<file path="src/rtl/gao_regs.vh">
// Operation
// Pause a programmable reverse delay, default 1 s, 1..9 s, before reversing
// Entrapment-driven reversals skip the reverse delay
// Apply brake after programmable delay 0..3 s after running, default none
// Momentary press runs a full cycle; hold-to-run selectable per direction
// Releasing a hold-to-run button before the limit stops the gate
// Hold-to-run direction needs no monitored obstruction input
// Shadow loop at full open always blocks closing
// Optional: shadow loop at close limit blocks opening
// Count full cycles; display scrolls two digits at a time, left to right
// Enter held 2 s while count shown clears the cycle count
// Clearing the cycle count also clears the service lamp
// Service lamp lights above 5, 10, 15 or 25 thousand cycles, default 10k
// Mid-travel stop after 1..99 s of opening; default full open
// Fire, open held, close obstruction or reverse loop force full open
// Mid-travel stop inactive while paired operation enabled
// Anti-tailgate off: closing needs auto-close or close command
// Anti-tailgate on: close on shadow clear, stop on retrigger, then resume
// Radio, default on, stores up to 40 access and two obstacle transmitters
// Each obstacle transmitter acts as open/close obstruction, reverse or stop
// Monitoring on: two missed supervision reports start alarm beeping
// Factory default reloads settings, keeps transmitters
// Illegal settings raise error 15 on exit and force minimum values
// Paired operators signal each other to activate over a three-wire link
// Timers count seconds from one tick, restarted on each motion command
`ifndef GAO_REGS_VH
`define GAO_REGS_VH
// ==========================================
// Register indices
`define GAO_A_CFG      3'h0
`define GAO_A_MID      3'h1
`define GAO_A_CTRL     3'h2
`define GAO_A_STAT     3'h3
`define GAO_A_CYC      3'h4
`define GAO_A_MAINT    3'h5
`define GAO_A_TX       3'h6
// ==========================================
// Configuration fields
`define GAO_F_REV      3:0
`define GAO_F_BRK      5:4
`define GAO_B_HOLD_O   8
`define GAO_B_HOLD_C   9
`define GAO_B_OBLK     10
`define GAO_B_ATG      11
`define GAO_B_RADIO    12
`define GAO_B_MON      13
`define GAO_B_DUAL     14
`define GAO_F_MSEL     17:16
`define GAO_F_ROLE0    21:20
`define GAO_F_ROLE1    23:22
`define GAO_CFG_RST    32'h0001_1001
`define GAO_REV_MIN    4'h1
`define GAO_REV_MAX    4'h9
`define GAO_MID_MAX    7'h63
`define GAO_MID_MIN    7'h01
// Control pulse bits
`define GAO_C_CLRCYC   0
`define GAO_C_CLRMNT   1
`define GAO_C_FACT     2
`define GAO_C_EXIT     3
`define GAO_C_LRN_A    4
`define GAO_C_DEL_A    5
`define GAO_C_LRN_O    6
`define GAO_C_DEL_O    7
// ==========================================
// Limits and timing
`define GAO_ACC_MAX    6'h28
`define GAO_OBS_MAX    2'h2
`define GAO_MISS_MAX   2'h2
`define GAO_CLK_HZ     250000000
`define GAO_TICK_S     1
`define GAO_HOLD_CLR_S 2'h2
`define GAO_SUP_S      3600
`endif

</file>
<file path="src/rtl/gao_gate_ctrl.v">
// Decided for this implementation: strobed register access and the register offsets.
`include "gao_regs.vh"
// ==========================================
// Gate operator advanced options controller
module gao_gate_ctrl #(
  parameter TICK_CYCLES = `GAO_CLK_HZ * `GAO_TICK_S,
  parameter SUP_S       = `GAO_SUP_S
) (
  input  wire        mclk,
  input  wire        arst_n,
  input  wire [2:0]  addr,
  input  wire [31:0] wdata,
  input  wire        wr_stb,
  input  wire        rd_stb,
  output reg  [31:0] rdata_reg,
  input  wire        open_btn,
  input  wire        close_btn,
  input  wire        stop_btn,
  input  wire        fire_in,
  input  wire        rev_loop,
  input  wire        shadow_loop,
  input  wire        obst_open,
  input  wire        obst_close,
  input  wire        entrap_in,
  input  wire        lim_open,
  input  wire        lim_close,
  input  wire        enter_btn,
  input  wire        show_count,
  input  wire        auto_close,
  input  wire        link_open_in,
  input  wire        link_close_in,
  input  wire        rf_access,
  input  wire [1:0]  rf_obst_act,
  input  wire [1:0]  rf_obst_sup,
  input  wire [1:0]  rf_obst_low,
  output reg         motor_open_reg,
  output reg         motor_close_reg,
  output reg         brake_reg,
  output reg         link_open_reg,
  output reg         link_close_reg,
  output reg         service_due_lamp,
  output reg         alarm_beep_reg,
  output reg         err15_reg,
  output reg  [7:0]  disp_pair_reg
);
  localparam ST_IDLE = 3'h0;
  localparam ST_OPEN = 3'h1;
  localparam ST_CLOSE = 3'h2;
  localparam ST_REVW = 3'h3;
  localparam ST_BRKW = 3'h4;
  localparam ST_TGHOLD = 3'h5;

  // ==========================================
  // Helper functions
  function [31:0] bcd_inc;
    input [31:0] v;
    integer i;
    reg c;
    begin
      bcd_inc = v;
      c = 1'b1;
      for (i = 0; i < 8; i = i + 1) begin
        if (c) begin
          if (v[4*i +: 4] == 4'h9) begin
            bcd_inc[4*i +: 4] = 4'h0;
          end else begin
            bcd_inc[4*i +: 4] = v[4*i +: 4] + 4'h1;
            c = 1'b0;
          end
        end
      end
    end
  endfunction

  function [14:0] thr;
    input [1:0] sel;
    begin
      case (sel)
        2'h0:    thr = 15'h1388;
        2'h1:    thr = 15'h2710;
        2'h2:    thr = 15'h3A98;
        default: thr = 15'h61A8;
      endcase
    end
  endfunction

  // Role decode for obstacle transmitters: oo, oc, rev, stop
  function [3:0] role_hit;
    input [1:0] role;
    input       act;
    begin
      role_hit = act ? (4'h1 << role) : 4'h0;
    end
  endfunction

  // ==========================================
  // Reset release and pin synchronisers
  reg  [1:0]  rst_sync_reg;
  wire        rst_n = rst_sync_reg[1];
  wire [22:0] pin_raw = {rf_obst_low, rf_obst_sup, rf_obst_act, rf_access,
                         link_close_in, link_open_in, auto_close, show_count,
                         enter_btn, lim_close, lim_open, entrap_in, obst_close,
                         obst_open, shadow_loop, rev_loop, fire_in, stop_btn,
                         close_btn, open_btn};
  reg  [22:0] s1_reg;
  reg  [22:0] s2_reg;
  reg  [22:0] prev_reg;
  wire [22:0] rise = s2_reg & ~prev_reg;
  wire [22:0] fall = ~s2_reg & prev_reg;

  always @(posedge mclk or negedge arst_n) begin
    if (!arst_n) begin
      rst_sync_reg <= 2'h0;
    end else begin
      rst_sync_reg <= {rst_sync_reg[0], 1'b1};
    end
  end

  // Two-stage sync plus edge history
  always @(posedge mclk or negedge rst_n) begin
    if (!rst_n) begin
      s1_reg   <= 23'h00_0000;
      s2_reg   <= 23'h00_0000;
      prev_reg <= 23'h00_0000;
    end else begin
      s1_reg   <= pin_raw;
      s2_reg   <= s1_reg;
      prev_reg <= s2_reg;
    end
  end

  // ==========================================
  // Settings and counters
  reg  [31:0] cfg_reg;
  reg  [6:0]  mid_reg;
  reg  [31:0] cyc_reg;
  reg  [14:0] maint_reg;
  reg  [5:0]  acc_cnt_reg;
  reg  [1:0]  obs_cnt_reg;
  reg  [2:0]  st_reg;
  reg  [2:0]  st_next;
  reg  [2:0]  dir_reg;
  reg  [2:0]  dir_next;
  reg         full_reg;
  reg         full_next;
  reg         fire_run_reg;
  reg  [6:0]  sec_reg;
  reg         restart_reg;
  reg         opened_reg;
  reg  [1:0]  hold_sec_reg;
  reg  [1:0]  pair_idx_reg;
  reg  [1:0]  miss_reg [0:1];
  reg  [11:0] sup_sec_reg [0:1];
  wire        tick;
  integer     k;

  wire radio_on = cfg_reg[`GAO_B_RADIO];
  wire hold_o   = cfg_reg[`GAO_B_HOLD_O];
  wire hold_c   = cfg_reg[`GAO_B_HOLD_C];
  wire atg      = cfg_reg[`GAO_B_ATG];
  wire dual     = cfg_reg[`GAO_B_DUAL];
  wire [1:0] learned = {obs_cnt_reg == `GAO_OBS_MAX, obs_cnt_reg != 2'h0};

  // Obstacle transmitters mapped onto their roles
  wire [3:0] tx_hit = role_hit(cfg_reg[`GAO_F_ROLE0], s2_reg[17] & learned[0] & radio_on)
                    | role_hit(cfg_reg[`GAO_F_ROLE1], s2_reg[18] & learned[1] & radio_on);
  wire oo = s2_reg[6] | tx_hit[0];
  wire oc = s2_reg[7] | tx_hit[1];
  wire rv = s2_reg[4] | tx_hit[2];
  wire sp = rise[2] | tx_hit[3];
  wire acc_ok = rise[16] & radio_on & (acc_cnt_reg != 6'h00);
  wire from_link = rise[14] | rise[15];
  wire open_req = rise[0] | rise[3] | rise[14] | acc_ok;
  wire close_req = rise[1] | rise[15] | rise[13];
  wire close_blk = s2_reg[5] & s2_reg[9];
  wire open_blk = s2_reg[5] & s2_reg[10] & cfg_reg[`GAO_B_OBLK];
  wire mid_on = (mid_reg != 7'h00) & ~dual & ~full_reg;
  // Software clears of the counts
  wire ctrl_wr = wr_stb && (addr == `GAO_A_CTRL);
  wire clr_cyc = ctrl_wr & wdata[`GAO_C_CLRCYC];
  wire clr_mnt = ctrl_wr & wdata[`GAO_C_CLRMNT];

  gao_tick #(
    .TICK_CYCLES(TICK_CYCLES)
  ) u_tick (
    .clk     (mclk),
    .rst_n   (rst_n),
    .restart (restart_reg),
    .tick_reg(tick)
  );

  // ==========================================
  // Motion state machine, next state
  always @* begin
    st_next   = st_reg;
    dir_next  = dir_reg;
    full_next = full_reg | rise[3];
    case (st_reg)
      ST_IDLE: begin
        if (open_req & ~s2_reg[9] & ~open_blk) begin
          st_next = ST_OPEN;
        end else if (close_req & ~s2_reg[10] & ~close_blk) begin
          st_next = ST_CLOSE;
        end else if (atg & fall[5] & s2_reg[9]) begin
          st_next = ST_CLOSE;
        end
      end
      ST_OPEN: begin
        if (sp | s2_reg[9] | oo) begin
          st_next = ST_BRKW;
        end else if (hold_o & ~s2_reg[0] & ~fire_run_reg) begin
          st_next = ST_BRKW;
        end else if (close_req & ~close_blk) begin
          st_next  = ST_REVW;
          dir_next = ST_CLOSE;
        end else if (mid_on & (sec_reg >= mid_reg)) begin
          if (s2_reg[0]) begin
            full_next = 1'b1;
          end else begin
            st_next = ST_BRKW;
          end
        end
      end
      ST_CLOSE: begin
        if (sp | s2_reg[10] | (hold_c & ~s2_reg[1])) begin
          st_next = ST_BRKW;
        end else if (oc | s2_reg[8]) begin
          st_next   = ST_OPEN;
          full_next = 1'b1;
        end else if (rv | open_req) begin
          st_next   = ST_REVW;
          dir_next  = ST_OPEN;
          full_next = full_reg | rv | rise[3];
        end else if (atg & rise[5]) begin
          st_next = ST_TGHOLD;
        end
      end
      ST_REVW: begin
        if (sp) begin
          st_next = ST_BRKW;
        end else if (sec_reg >= {3'h0, cfg_reg[`GAO_F_REV]}) begin
          st_next = dir_reg;
        end
      end
      ST_TGHOLD: begin
        if (sp) begin
          st_next = ST_BRKW;
        end else if (fall[5]) begin
          st_next = ST_CLOSE;
        end
      end
      ST_BRKW: begin
        if (sec_reg >= {5'h00, cfg_reg[`GAO_F_BRK]}) begin
          st_next = ST_IDLE;
        end
      end
      default: st_next = ST_IDLE;
    endcase
  end

  // ==========================================
  // Motion state, timers, motor, brake and link outputs
  always @(posedge mclk or negedge rst_n) begin
    if (!rst_n) begin
      st_reg          <= ST_IDLE;
      dir_reg         <= ST_IDLE;
      full_reg        <= 1'b0;
      fire_run_reg    <= 1'b0;
      sec_reg         <= 7'h00;
      restart_reg     <= 1'b0;
      motor_open_reg  <= 1'b0;
      motor_close_reg <= 1'b0;
      brake_reg       <= 1'b1;
      link_open_reg   <= 1'b0;
      link_close_reg  <= 1'b0;
    end else begin
      st_reg          <= st_next;
      dir_reg         <= dir_next;
      restart_reg     <= (st_next != st_reg);
      motor_open_reg  <= (st_next == ST_OPEN);
      motor_close_reg <= (st_next == ST_CLOSE);
      if (st_next != st_reg) begin
        sec_reg <= 7'h00;
      end else if (tick & (sec_reg != 7'h7F)) begin
        sec_reg <= sec_reg + 7'h01;
      end
      // Brake released while running, applied after the delay
      if (st_next == ST_OPEN || st_next == ST_CLOSE) begin
        brake_reg <= 1'b0;
      end else if (st_reg == ST_BRKW && st_next == ST_IDLE) begin
        brake_reg <= 1'b1;
      end
      if (st_next == ST_IDLE) begin
        full_reg     <= 1'b0;
        fire_run_reg <= 1'b0;
      end else begin
        full_reg     <= full_next;
        fire_run_reg <= fire_run_reg | rise[3];
      end
      // Local activation relayed to the partner for one second
      if (st_reg == ST_IDLE && st_next != ST_IDLE && !from_link && dual) begin
        link_open_reg  <= (st_next == ST_OPEN);
        link_close_reg <= (st_next == ST_CLOSE);
      end else if (tick) begin
        link_open_reg  <= 1'b0;
        link_close_reg <= 1'b0;
      end
    end
  end

  // ==========================================
  // Cycle count, service lamp, display and supervision
  always @(posedge mclk or negedge rst_n) begin
    if (!rst_n) begin
      cyc_reg          <= 32'h0000_0000;
      maint_reg        <= 15'h0000;
      opened_reg       <= 1'b0;
      hold_sec_reg     <= 2'h0;
      pair_idx_reg     <= 2'h0;
      disp_pair_reg    <= 8'h00;
      service_due_lamp <= 1'b0;
      alarm_beep_reg   <= 1'b0;
      for (k = 0; k < 2; k = k + 1) begin
        miss_reg[k]    <= 2'h0;
        sup_sec_reg[k] <= 12'h000;
      end
    end else begin
      // Closing to the limit ends an opened cycle; a clear beats the count
      if (rise[9]) begin
        opened_reg <= 1'b1;
      end else if (rise[10]) begin
        opened_reg <= 1'b0;
      end
      if ((s2_reg[11] & s2_reg[12] & (hold_sec_reg == `GAO_HOLD_CLR_S)) | clr_cyc) begin
        cyc_reg   <= 32'h0000_0000;
        maint_reg <= 15'h0000;
      end else if (rise[10] & opened_reg) begin
        cyc_reg <= bcd_inc(cyc_reg);
        if (clr_mnt) begin
          maint_reg <= 15'h0000;
        end else if (maint_reg != 15'h7FFF) begin
          maint_reg <= maint_reg + 15'h0001;
        end
      end else if (clr_mnt) begin
        maint_reg <= 15'h0000;
      end
      // Enter hold timer, counted only while the count is shown
      if (~(s2_reg[11] & s2_reg[12])) begin
        hold_sec_reg <= 2'h0;
      end else if (tick & (hold_sec_reg != 2'h3)) begin
        hold_sec_reg <= hold_sec_reg + 2'h1;
      end
      // Scroll two digits per second, most significant first
      if (!s2_reg[12]) begin
        pair_idx_reg  <= 2'h0;
        disp_pair_reg <= 8'h00;
      end else begin
        disp_pair_reg <= cyc_reg[8*(3-pair_idx_reg) +: 8];
        if (tick) begin
          pair_idx_reg <= pair_idx_reg + 2'h1;
        end
      end
      service_due_lamp <= (maint_reg > thr(cfg_reg[`GAO_F_MSEL]));
      // Missed report counting per learned transmitter
      for (k = 0; k < 2; k = k + 1) begin
        if (rise[19+k] | ~learned[k]) begin
          miss_reg[k]    <= 2'h0;
          sup_sec_reg[k] <= 12'h000;
        end else if (tick) begin
          if (sup_sec_reg[k] == SUP_S - 1) begin
            sup_sec_reg[k] <= 12'h000;
            if (miss_reg[k] != 2'h3) begin
              miss_reg[k] <= miss_reg[k] + 2'h1;
            end
          end else begin
            sup_sec_reg[k] <= sup_sec_reg[k] + 12'h001;
          end
        end
      end
      alarm_beep_reg <= cfg_reg[`GAO_B_MON] & radio_on &
        ((learned[0] & ((miss_reg[0] >= `GAO_MISS_MAX) | s2_reg[21])) |
         (learned[1] & ((miss_reg[1] >= `GAO_MISS_MAX) | s2_reg[22])));
    end
  end

  // ==========================================
  // Register writes, transmitter store, setting checks
  wire rev_bad = (cfg_reg[`GAO_F_REV] < `GAO_REV_MIN) | (cfg_reg[`GAO_F_REV] > `GAO_REV_MAX);
  wire mid_bad = (mid_reg > `GAO_MID_MAX);
  always @(posedge mclk or negedge rst_n) begin
    if (!rst_n) begin
      cfg_reg     <= `GAO_CFG_RST;
      mid_reg     <= 7'h00;
      acc_cnt_reg <= 6'h00;
      obs_cnt_reg <= 2'h0;
      err15_reg   <= 1'b0;
    end else if (wr_stb) begin
      case (addr)
        `GAO_A_CFG: cfg_reg <= wdata;
        `GAO_A_MID: mid_reg <= wdata[6:0];
        `GAO_A_CTRL: begin
          if (wdata[`GAO_C_FACT]) begin
            cfg_reg <= `GAO_CFG_RST;
            mid_reg <= 7'h00;
          end else if (wdata[`GAO_C_EXIT]) begin
            err15_reg <= rev_bad | mid_bad;
            if (rev_bad) begin
              cfg_reg[`GAO_F_REV] <= `GAO_REV_MIN;
            end
            if (mid_bad) begin
              mid_reg <= `GAO_MID_MIN;
            end
          end
          if (wdata[`GAO_C_DEL_A]) begin
            acc_cnt_reg <= 6'h00;
          end else if (wdata[`GAO_C_LRN_A] & radio_on & (acc_cnt_reg < `GAO_ACC_MAX)) begin
            acc_cnt_reg <= acc_cnt_reg + 6'h01;
          end
          if (wdata[`GAO_C_DEL_O]) begin
            obs_cnt_reg <= 2'h0;
          end else if (wdata[`GAO_C_LRN_O] & radio_on & (obs_cnt_reg < `GAO_OBS_MAX)) begin
            obs_cnt_reg <= obs_cnt_reg + 2'h1;
          end
        end
        default: ;
      endcase
    end
  end

  // ==========================================
  // Read data, valid the cycle after the strobe
  always @(posedge mclk or negedge rst_n) begin
    if (!rst_n) begin
      rdata_reg <= 32'h0000_0000;
    end else if (rd_stb) begin
      case (addr)
        `GAO_A_CFG:   rdata_reg <= cfg_reg;
        `GAO_A_MID:   rdata_reg <= {25'h000_0000, mid_reg};
        `GAO_A_STAT:  rdata_reg <= {20'h0_0000, ~hold_c, ~hold_o, err15_reg, alarm_beep_reg,
                                    service_due_lamp, brake_reg, full_reg, opened_reg,
                                    1'b0, st_reg};
        `GAO_A_CYC:   rdata_reg <= cyc_reg;
        `GAO_A_MAINT: rdata_reg <= {17'h0_0000, maint_reg};
        `GAO_A_TX:    rdata_reg <= {22'h00_0000, obs_cnt_reg, 2'h0, acc_cnt_reg};
        default:      rdata_reg <= 32'h0000_0000;
      endcase
    end else begin
      rdata_reg <= 32'h0000_0000;
    end
  end
endmodule // gao_gate_ctrl

</file>
<file path="src/rtl/gao_tick.v">
`include "gao_regs.vh"
// ==========================================
// One-second enable divider, restartable
module gao_tick #(
  parameter TICK_CYCLES = `GAO_CLK_HZ * `GAO_TICK_S
) (
  input  wire clk,
  input  wire rst_n,
  input  wire restart,
  output reg  tick_reg
);
  reg [31:0] cnt_reg;

  // Count cycles, pulse once per period
  always @(posedge clk or negedge rst_n) begin
    if (!rst_n) begin
      cnt_reg  <= 32'h0000_0000;
      tick_reg <= 1'b0;
    end else if (restart) begin
      cnt_reg  <= 32'h0000_0000;
      tick_reg <= 1'b0;
    end else if (cnt_reg == TICK_CYCLES - 1) begin
      cnt_reg  <= 32'h0000_0000;
      tick_reg <= 1'b1;
    end else begin
      cnt_reg  <= cnt_reg + 32'h0000_0001;
      tick_reg <= 1'b0;
    end
  end
endmodule // gao_tick

</file>
<file path="config.mk">
export PLATFORM = sky130hd
export DESIGN_NAME = gao_gate_ctrl
export DESIGN_NICKNAME = d
export VERILOG_FILES = /design/src/rtl/gao_gate_ctrl.v /design/src/rtl/gao_tick.v
export VERILOG_INCLUDE_DIRS = /design/src /design/src/rtl
export SDC_FILE = /design/constraint.sdc
export NUM_CORES = 1
export LEC_CHECK = 0
export ABC_AREA = 1
export BUFFER_PORTS_ARGS = -buffer_cell sky130_fd_sc_hd__buf_2
export CORE_ASPECT_RATIO = 0.5
export CORE_UTILIZATION = 65
export DETAILED_ROUTE_END_ITERATION = 6
export GPL_ROUTABILITY_DRIVEN = 0
export GPL_TIMING_DRIVEN = 0
export HOLD_SLACK_MARGIN = 0.1
export PLACE_DENSITY_LB_ADDON = 0.15
export RECOVER_POWER = 50
export SYNTH_ARGS = -nofsm -noshare
export SYNTH_HDL_FRONTEND = slang
export SYNTH_SLANG_ARGS = --single-unit
</file>
<file path="constraint.sdc">
create_clock -name mclk -period 13.28 [get_ports mclk]
set_input_delay 1.992 -clock mclk [delete_from_list [all_inputs] [get_ports mclk]]
set_output_delay 1.992 -clock mclk [all_outputs]
set_load 0.02 [all_outputs]
</file>
; Yosys cells after proc, flatten, opt, wreduce, memory -nomap -nowiden
; Cells that the tools add are included.
[totals]
mem_bits_rw = 0
word_cells = 400
latchBits = 0
reg_bits = 293
rom_bits = 0
mem_count = 0
[op_classes]
div_mod_pow = 0
reduce_logical = 57
order_cmp = 11
shift = 3
mux = 135
n_bitwise = 85
multipliers = 0
n_eq_ne = 46
n_addsub = 20
[op_table]
columns = operator, count
row1 = 32-bit one-hot mux with 6 select lines, 1
row2 = 32-bit two-way mux, 5
row3 = 4-bit two-way mux, 20
row4 = 15-bit two-way mux, 5
row5 = 12-bit two-way mux, 6
row6 = 3-bit two-way mux, 23
row7 = 32-bit one-hot mux with 2 select lines, 1
row8 = 2-bit nonzero test, 24
row9 = 1-bit two-way mux, 46
row10 = 15-bit one-hot mux with 3 select lines, 1
row11 = 1-bit AND, 38
row12 = 7-bit two-way mux, 5
row13 = 32-bit by 33-bit variable part select with 8-bit output, 1
row14 = 32-bit by 1-bit adder with 32-bit output (second input constant), 1
row15 = 4-bit by 1-bit adder with 4-bit output (second input constant), 8
row16 = 32-bit by 28-bit == test with 1-bit output (second input constant), 1
row17 = 4-bit == test (second input constant), 8
row18 = 2-bit two-way mux, 14
row19 = 28-bit two-way mux, 1
row20 = 1-bit OR, 28
row21 = 12-bit by 1-bit adder with 12-bit output (second input constant), 2
row22 = 12-bit == test (second input constant), 2
row23 = 21-bit AND, 1
row24 = 21-bit inverter, 1
row25 = 49 further kinds, 114

; Logic depth before layout (Yosys ltp)
[logic_depth]
word_depth = 26
ltp_mapped = 18
ltp_nobuf = 18

; Modules after synthesis
; From an unflattened synthesis, not the netlist that was laid out.
[hier_totals]
cells_unflattened = 1696
area_unflattened_um2 = 14371.3
[modules_own_cells]
columns = module, seq_area_each_um2, area_per_inst_um2, cells_each, n_inst
row1 = gao_gate_ctrl, 6286.0, 12294.3, 1406, 1
row2 = gao_tick, 825.8, 2077.0, 290, 1

; Worst setup path before layout
; No wires, ideal clock.
[synth_path]
path_type = in2reg
start = input addr[2]
end = register cyc_reg[14]
path_stages = 11
setup_slack_ns = 10.064
arrival_ns = 3.092
setup_ns = 0.124
path_buffers = 1
cell_sequence = nor3_4 -> inv_2 -> nor2_4 -> nand2_1 -> nand2_2 -> buf_4 -> nor2_2 -> nor2_2 -> nand2_1 -> nor2_1 -> nor3_1
[synth_via]
elab_chain_len = 6
word_cells_on_any_way = 8
[synth_rtl]
columns = element, line_no
row1 = from (decl), gao_gate_ctrl.v:11  ; input wire [2:0] addr,
row2 = 3-bit by 2-bit == test with 1-bit output *, n/a
row3 = 1-bit logical AND *, gao_gate_ctrl.v:179  ; wire ctrl_wr = wr_stb && (addr == `GAO_A_CTRL);
row4 = 1-bit AND *, gao_gate_ctrl.v:180  ; wire clr_cyc = ctrl_wr & wdata[`GAO_C_CLRCYC];
row5 = 1-bit OR *, gao_gate_ctrl.v:334  ; if ((s2_reg[11] & s2_reg[12] & (hold_sec_reg == `GAO_HOLD_CLR_S)) | clr_cyc) begin
row6 = 2-bit nonzero test (no line), n/a
row7 = 2-bit AND reduction (no line), n/a
row8 = to (signal assigned), gao_gate_ctrl.v:338  ; cyc_reg <= bcd_inc(cyc_reg);
row9 = to (decl), gao_gate_ctrl.v:136  ; reg [31:0] cyc_reg;
; Every way passes the cells marked *; elsewhere a longest branch is shown, timed or not.
; A chain may end at the register's enable or synchronous reset.

==> flow_metrics.env <==
export IMPL_final_antenna_net_count=0
export IMPL_rr_endpoint="rdata_reg[19]"
export IMPL_grt_overflow=0
export IMPL_cp_cell_sequence="clkbuf_1 > clkbuf_1"
export IMPL_post_cts_resized=0
export IMPL_cts_root_buf="clkbuf_16"
export IMPL_critPathSlowestCell="clkbuf_1"
export IMPL_cp_arrival_ns=6.81
export IMPL_wl_per_cell_um=17.97
export IMPL_cp_start_kind="register"
export IMPL_firstDrtPassIters=6
export IMPL_syn_area_sq_mm=0.01401
export IMPL_tritoncts="done"
export IMPL_track_usage=0.3434
export IMPL_final_util=0.7571
export IMPL_nets=1895
export IMPL_max_slew_margin=-0.9400
export IMPL_synth_edff_count=0
export IMPL_yosys_most_used_dff="dfrtp_1"
export IMPL_vias=12488
export IMPL_ff2ff_path_depth=2
export IMPL_area_delta_synth_final_pct=12.53
export IMPL_p_total_mw=2.191
export IMPL_syn_avg_cell_area_sq_um=8.587
export IMPL_die_height_um=105.8
export IMPL_max_stage_delay_ns=2.15
export IMPL_place_hpwl_um=27280
export IMPL_final_min_clock_period_ns=6.771
export IMPL_ys_warnings_count=0
export IMPL_min_path_cells=0
export IMPL_die_area_sq_mm=0.02219
export IMPL_cap_violations=4
export IMPL_violations="max-capacitance violations, max-slew violations"
export IMPL_start_util=0.6727
export IMPL_synth_seq_area_share=0.5075
export IMPL_drive_above_1_share=0.1279
export IMPL_final_cell_mix="280 x nand2_1, 280 x dfrtp_1, 225 x inv_1"
export IMPL_async_flop_share=1.000
export IMPL_hp_class="reg2reg"
export IMPL_yosysTopAreaCell="dfrtp_1"
export IMPL_cp_num_buf_inv=2
export IMPL_syn_nets=1755
export IMPL_endpoint_kind="asynchronous set/reset pin"
export IMPL_fmax_mhz=147.7
export IMPL_cts_hold_buf=0
export IMPL_std_cell_rows=37
export IMPL_crit_type="reg2async"
export IMPL_cp_max_fo=62
export IMPL_ys_types=63
export IMPL_clkLatencyLatePin_ns=0.54
export IMPL_cts_sinks=284
export IMPL_first_global_vias=12256
export IMPL_antenna_cells=0
export IMPL_multi_input_area_sq_mm=0.005842
export IMPL_n_fill_cell=1502
export IMPL_crit_family="buffers and inverters"
export IMPL_total_leakage_power_nw=7.528
export IMPL_post_cts_buffers=0
export IMPL_rrSetupSlack_ns=6.51
export IMPL_synth_seq_cells=284
export IMPL_vias_per_cell=6.050
export IMPL_hold_viol_final=0
export IMPL_htreeDepth=1
export IMPL_numCtsBuffers=25
export IMPL_status="finished with violations"
export IMPL_worstHoldStart="s1_reg[18]"
export IMPL_grt_pass1_wl_um=60150
export IMPL_rsz0062_at_grt="no"
export IMPL_port_buffers=109
export IMPL_path_clk_slew_ns=0.07
export IMPL_tightest_slew_ns=2.910
export IMPL_crit_required_ns=13.32
export IMPL_post_route_drc_count=0
export IMPL_yosysTopAreaCellShare=0.5000
export IMPL_p_per_area_mw_per_mm2=138.9
export IMPL_initialDrtViolationCount=1380
export IMPL_cp_common_cell="clkbuf_1"
export IMPL_ctsLongestPathBuffers=3
export IMPL_io_pins=110
export IMPL_syn_inst=1632
export IMPL_dieWidth_um=209.7
export IMPL_synth_area_leaders="dfrtp_1 50%, nand2_1 7.5%, inv_1 6.0%"
export IMPL_grt_max_degree=64
export IMPL_ff_latch_area_sq_mm=0.007112
export IMPL_tns_ns=0
export IMPL_hold_path_endpoint="s2_reg[18]"
export IMPL_slew_violations=226
export IMPL_antenna_found_initial=0
export IMPL_wl_um=37080
export IMPL_setup_viol=0
export IMPL_fin_crit_sh=0.5098
export IMPL_core_area_sq_mm=0.02083
export IMPL_fin_skew_ns=0.01515
export IMPL_vdd_drop_max_mv=0.1159
export IMPL_rr_startpoint="rst_sync_reg[1]"
[power breakdown]
part,internal (mW),switching (mW)
Clock,0.411,0.333
Combinational,0.131,0.295
Sequential,0.944,0.0767
Total,1.49,0.704
[stage by stage]
step	instances	setup WS (ns)	hold slack (ns)	area (sq um)
after CTS	2064	9.934	0.3489	15850
after global routing	2064	5.140	0.3563	15770
after global placement	2014	2.037	0.3331	14900
final	2064	6.509	0.3480	15770
after detailed placement	2018	9.390	0.3347	15020
after floorplan	1632	4.786	0.3312	14010
[layer usage]
metal / wire, um / part of all wire / up-vias / global-route usage
li1: - / - / 5700 / -
met1: 14750 / 0.40 / 5990 / 0.4395
met2: 17810 / 0.48 / 640 / 0.5778
met3: 2833 / 0.076 / 158 / 0.05959
met4: 1697 / 0.046 / 0 / 0.1554
met5: 0 / 0 / - / 0
[cells by family (layout without fill, tap and decap cells)]
| kind of cell | after synthesis | count (layout) | synth area share |
|---|---|---|---|
| AND/OR/NAND/NOR | 654 | 654 | 0.2128 |
| AO/OA/AOI/OAI | 330 | 330 | 0.1328 |
| XOR/XNOR | 23 | 23 | 0.01437 |
| flip-flops | 284 | 284 | 0.5075 |
| other | 1 | 1 | 0.0002676 |
| multiplexers | 3 | 3 | 0.002232 |
| adder cells (fa/ha/maj) | 61 | 61 | 0.05446 |
| buffers and inverters | 276 | 435 | 0.07553 |
[Yosys cell counts (5+ instances only)]
cell and count:
a211oi_1 6, a21oi_1 119, a221oi_1 12, a31oi_1 11, buf_2 6, clkbuf_1 21, clkinv_1 5, dfrtp_1 280
ha_1 61, inv_1 224, inv_2 16, nand2_1 280, nand2_2 6, nand3_1 108, nand4_1 24, nor2_1 128
nor2_2 21, nor2_4 5, nor3_1 45, nor4_1 10, o21a_1 6, o21ai_0 112, o21ai_1 12, o22ai_1 29
xor2_1 19
[area by class of cell]
type	instances	area share
flip-flops and latches	284	0.4509
well taps	273	0.02166
clock inverters	14	0.009123
multi-input cells	1072	0.3704
clock buffers	32	0.04387
repair buffers	113	0.03697
plain buffers	31	0.008727
inverters	245	0.05831
[worst max-delay path by stage]
stage,from,depth (start not counted),slack (ns),to
global placement,rst_sync_reg[1],0,2.04,sup_sec_reg[21]
CTS,addr[2],13,9.93,cyc_reg[22]
detailed placement,addr[2],13,9.39,cyc_reg[22]
global route,rst_sync_reg[1],2,5.14,cfg_reg[18]
finish,rst_sync_reg[1],2,6.51,rdata_reg[19]
floorplan,rst_sync_reg[1],0,4.79,acc_cnt_reg[0]
No activity file was read; power rests on OpenSTA's default activity.
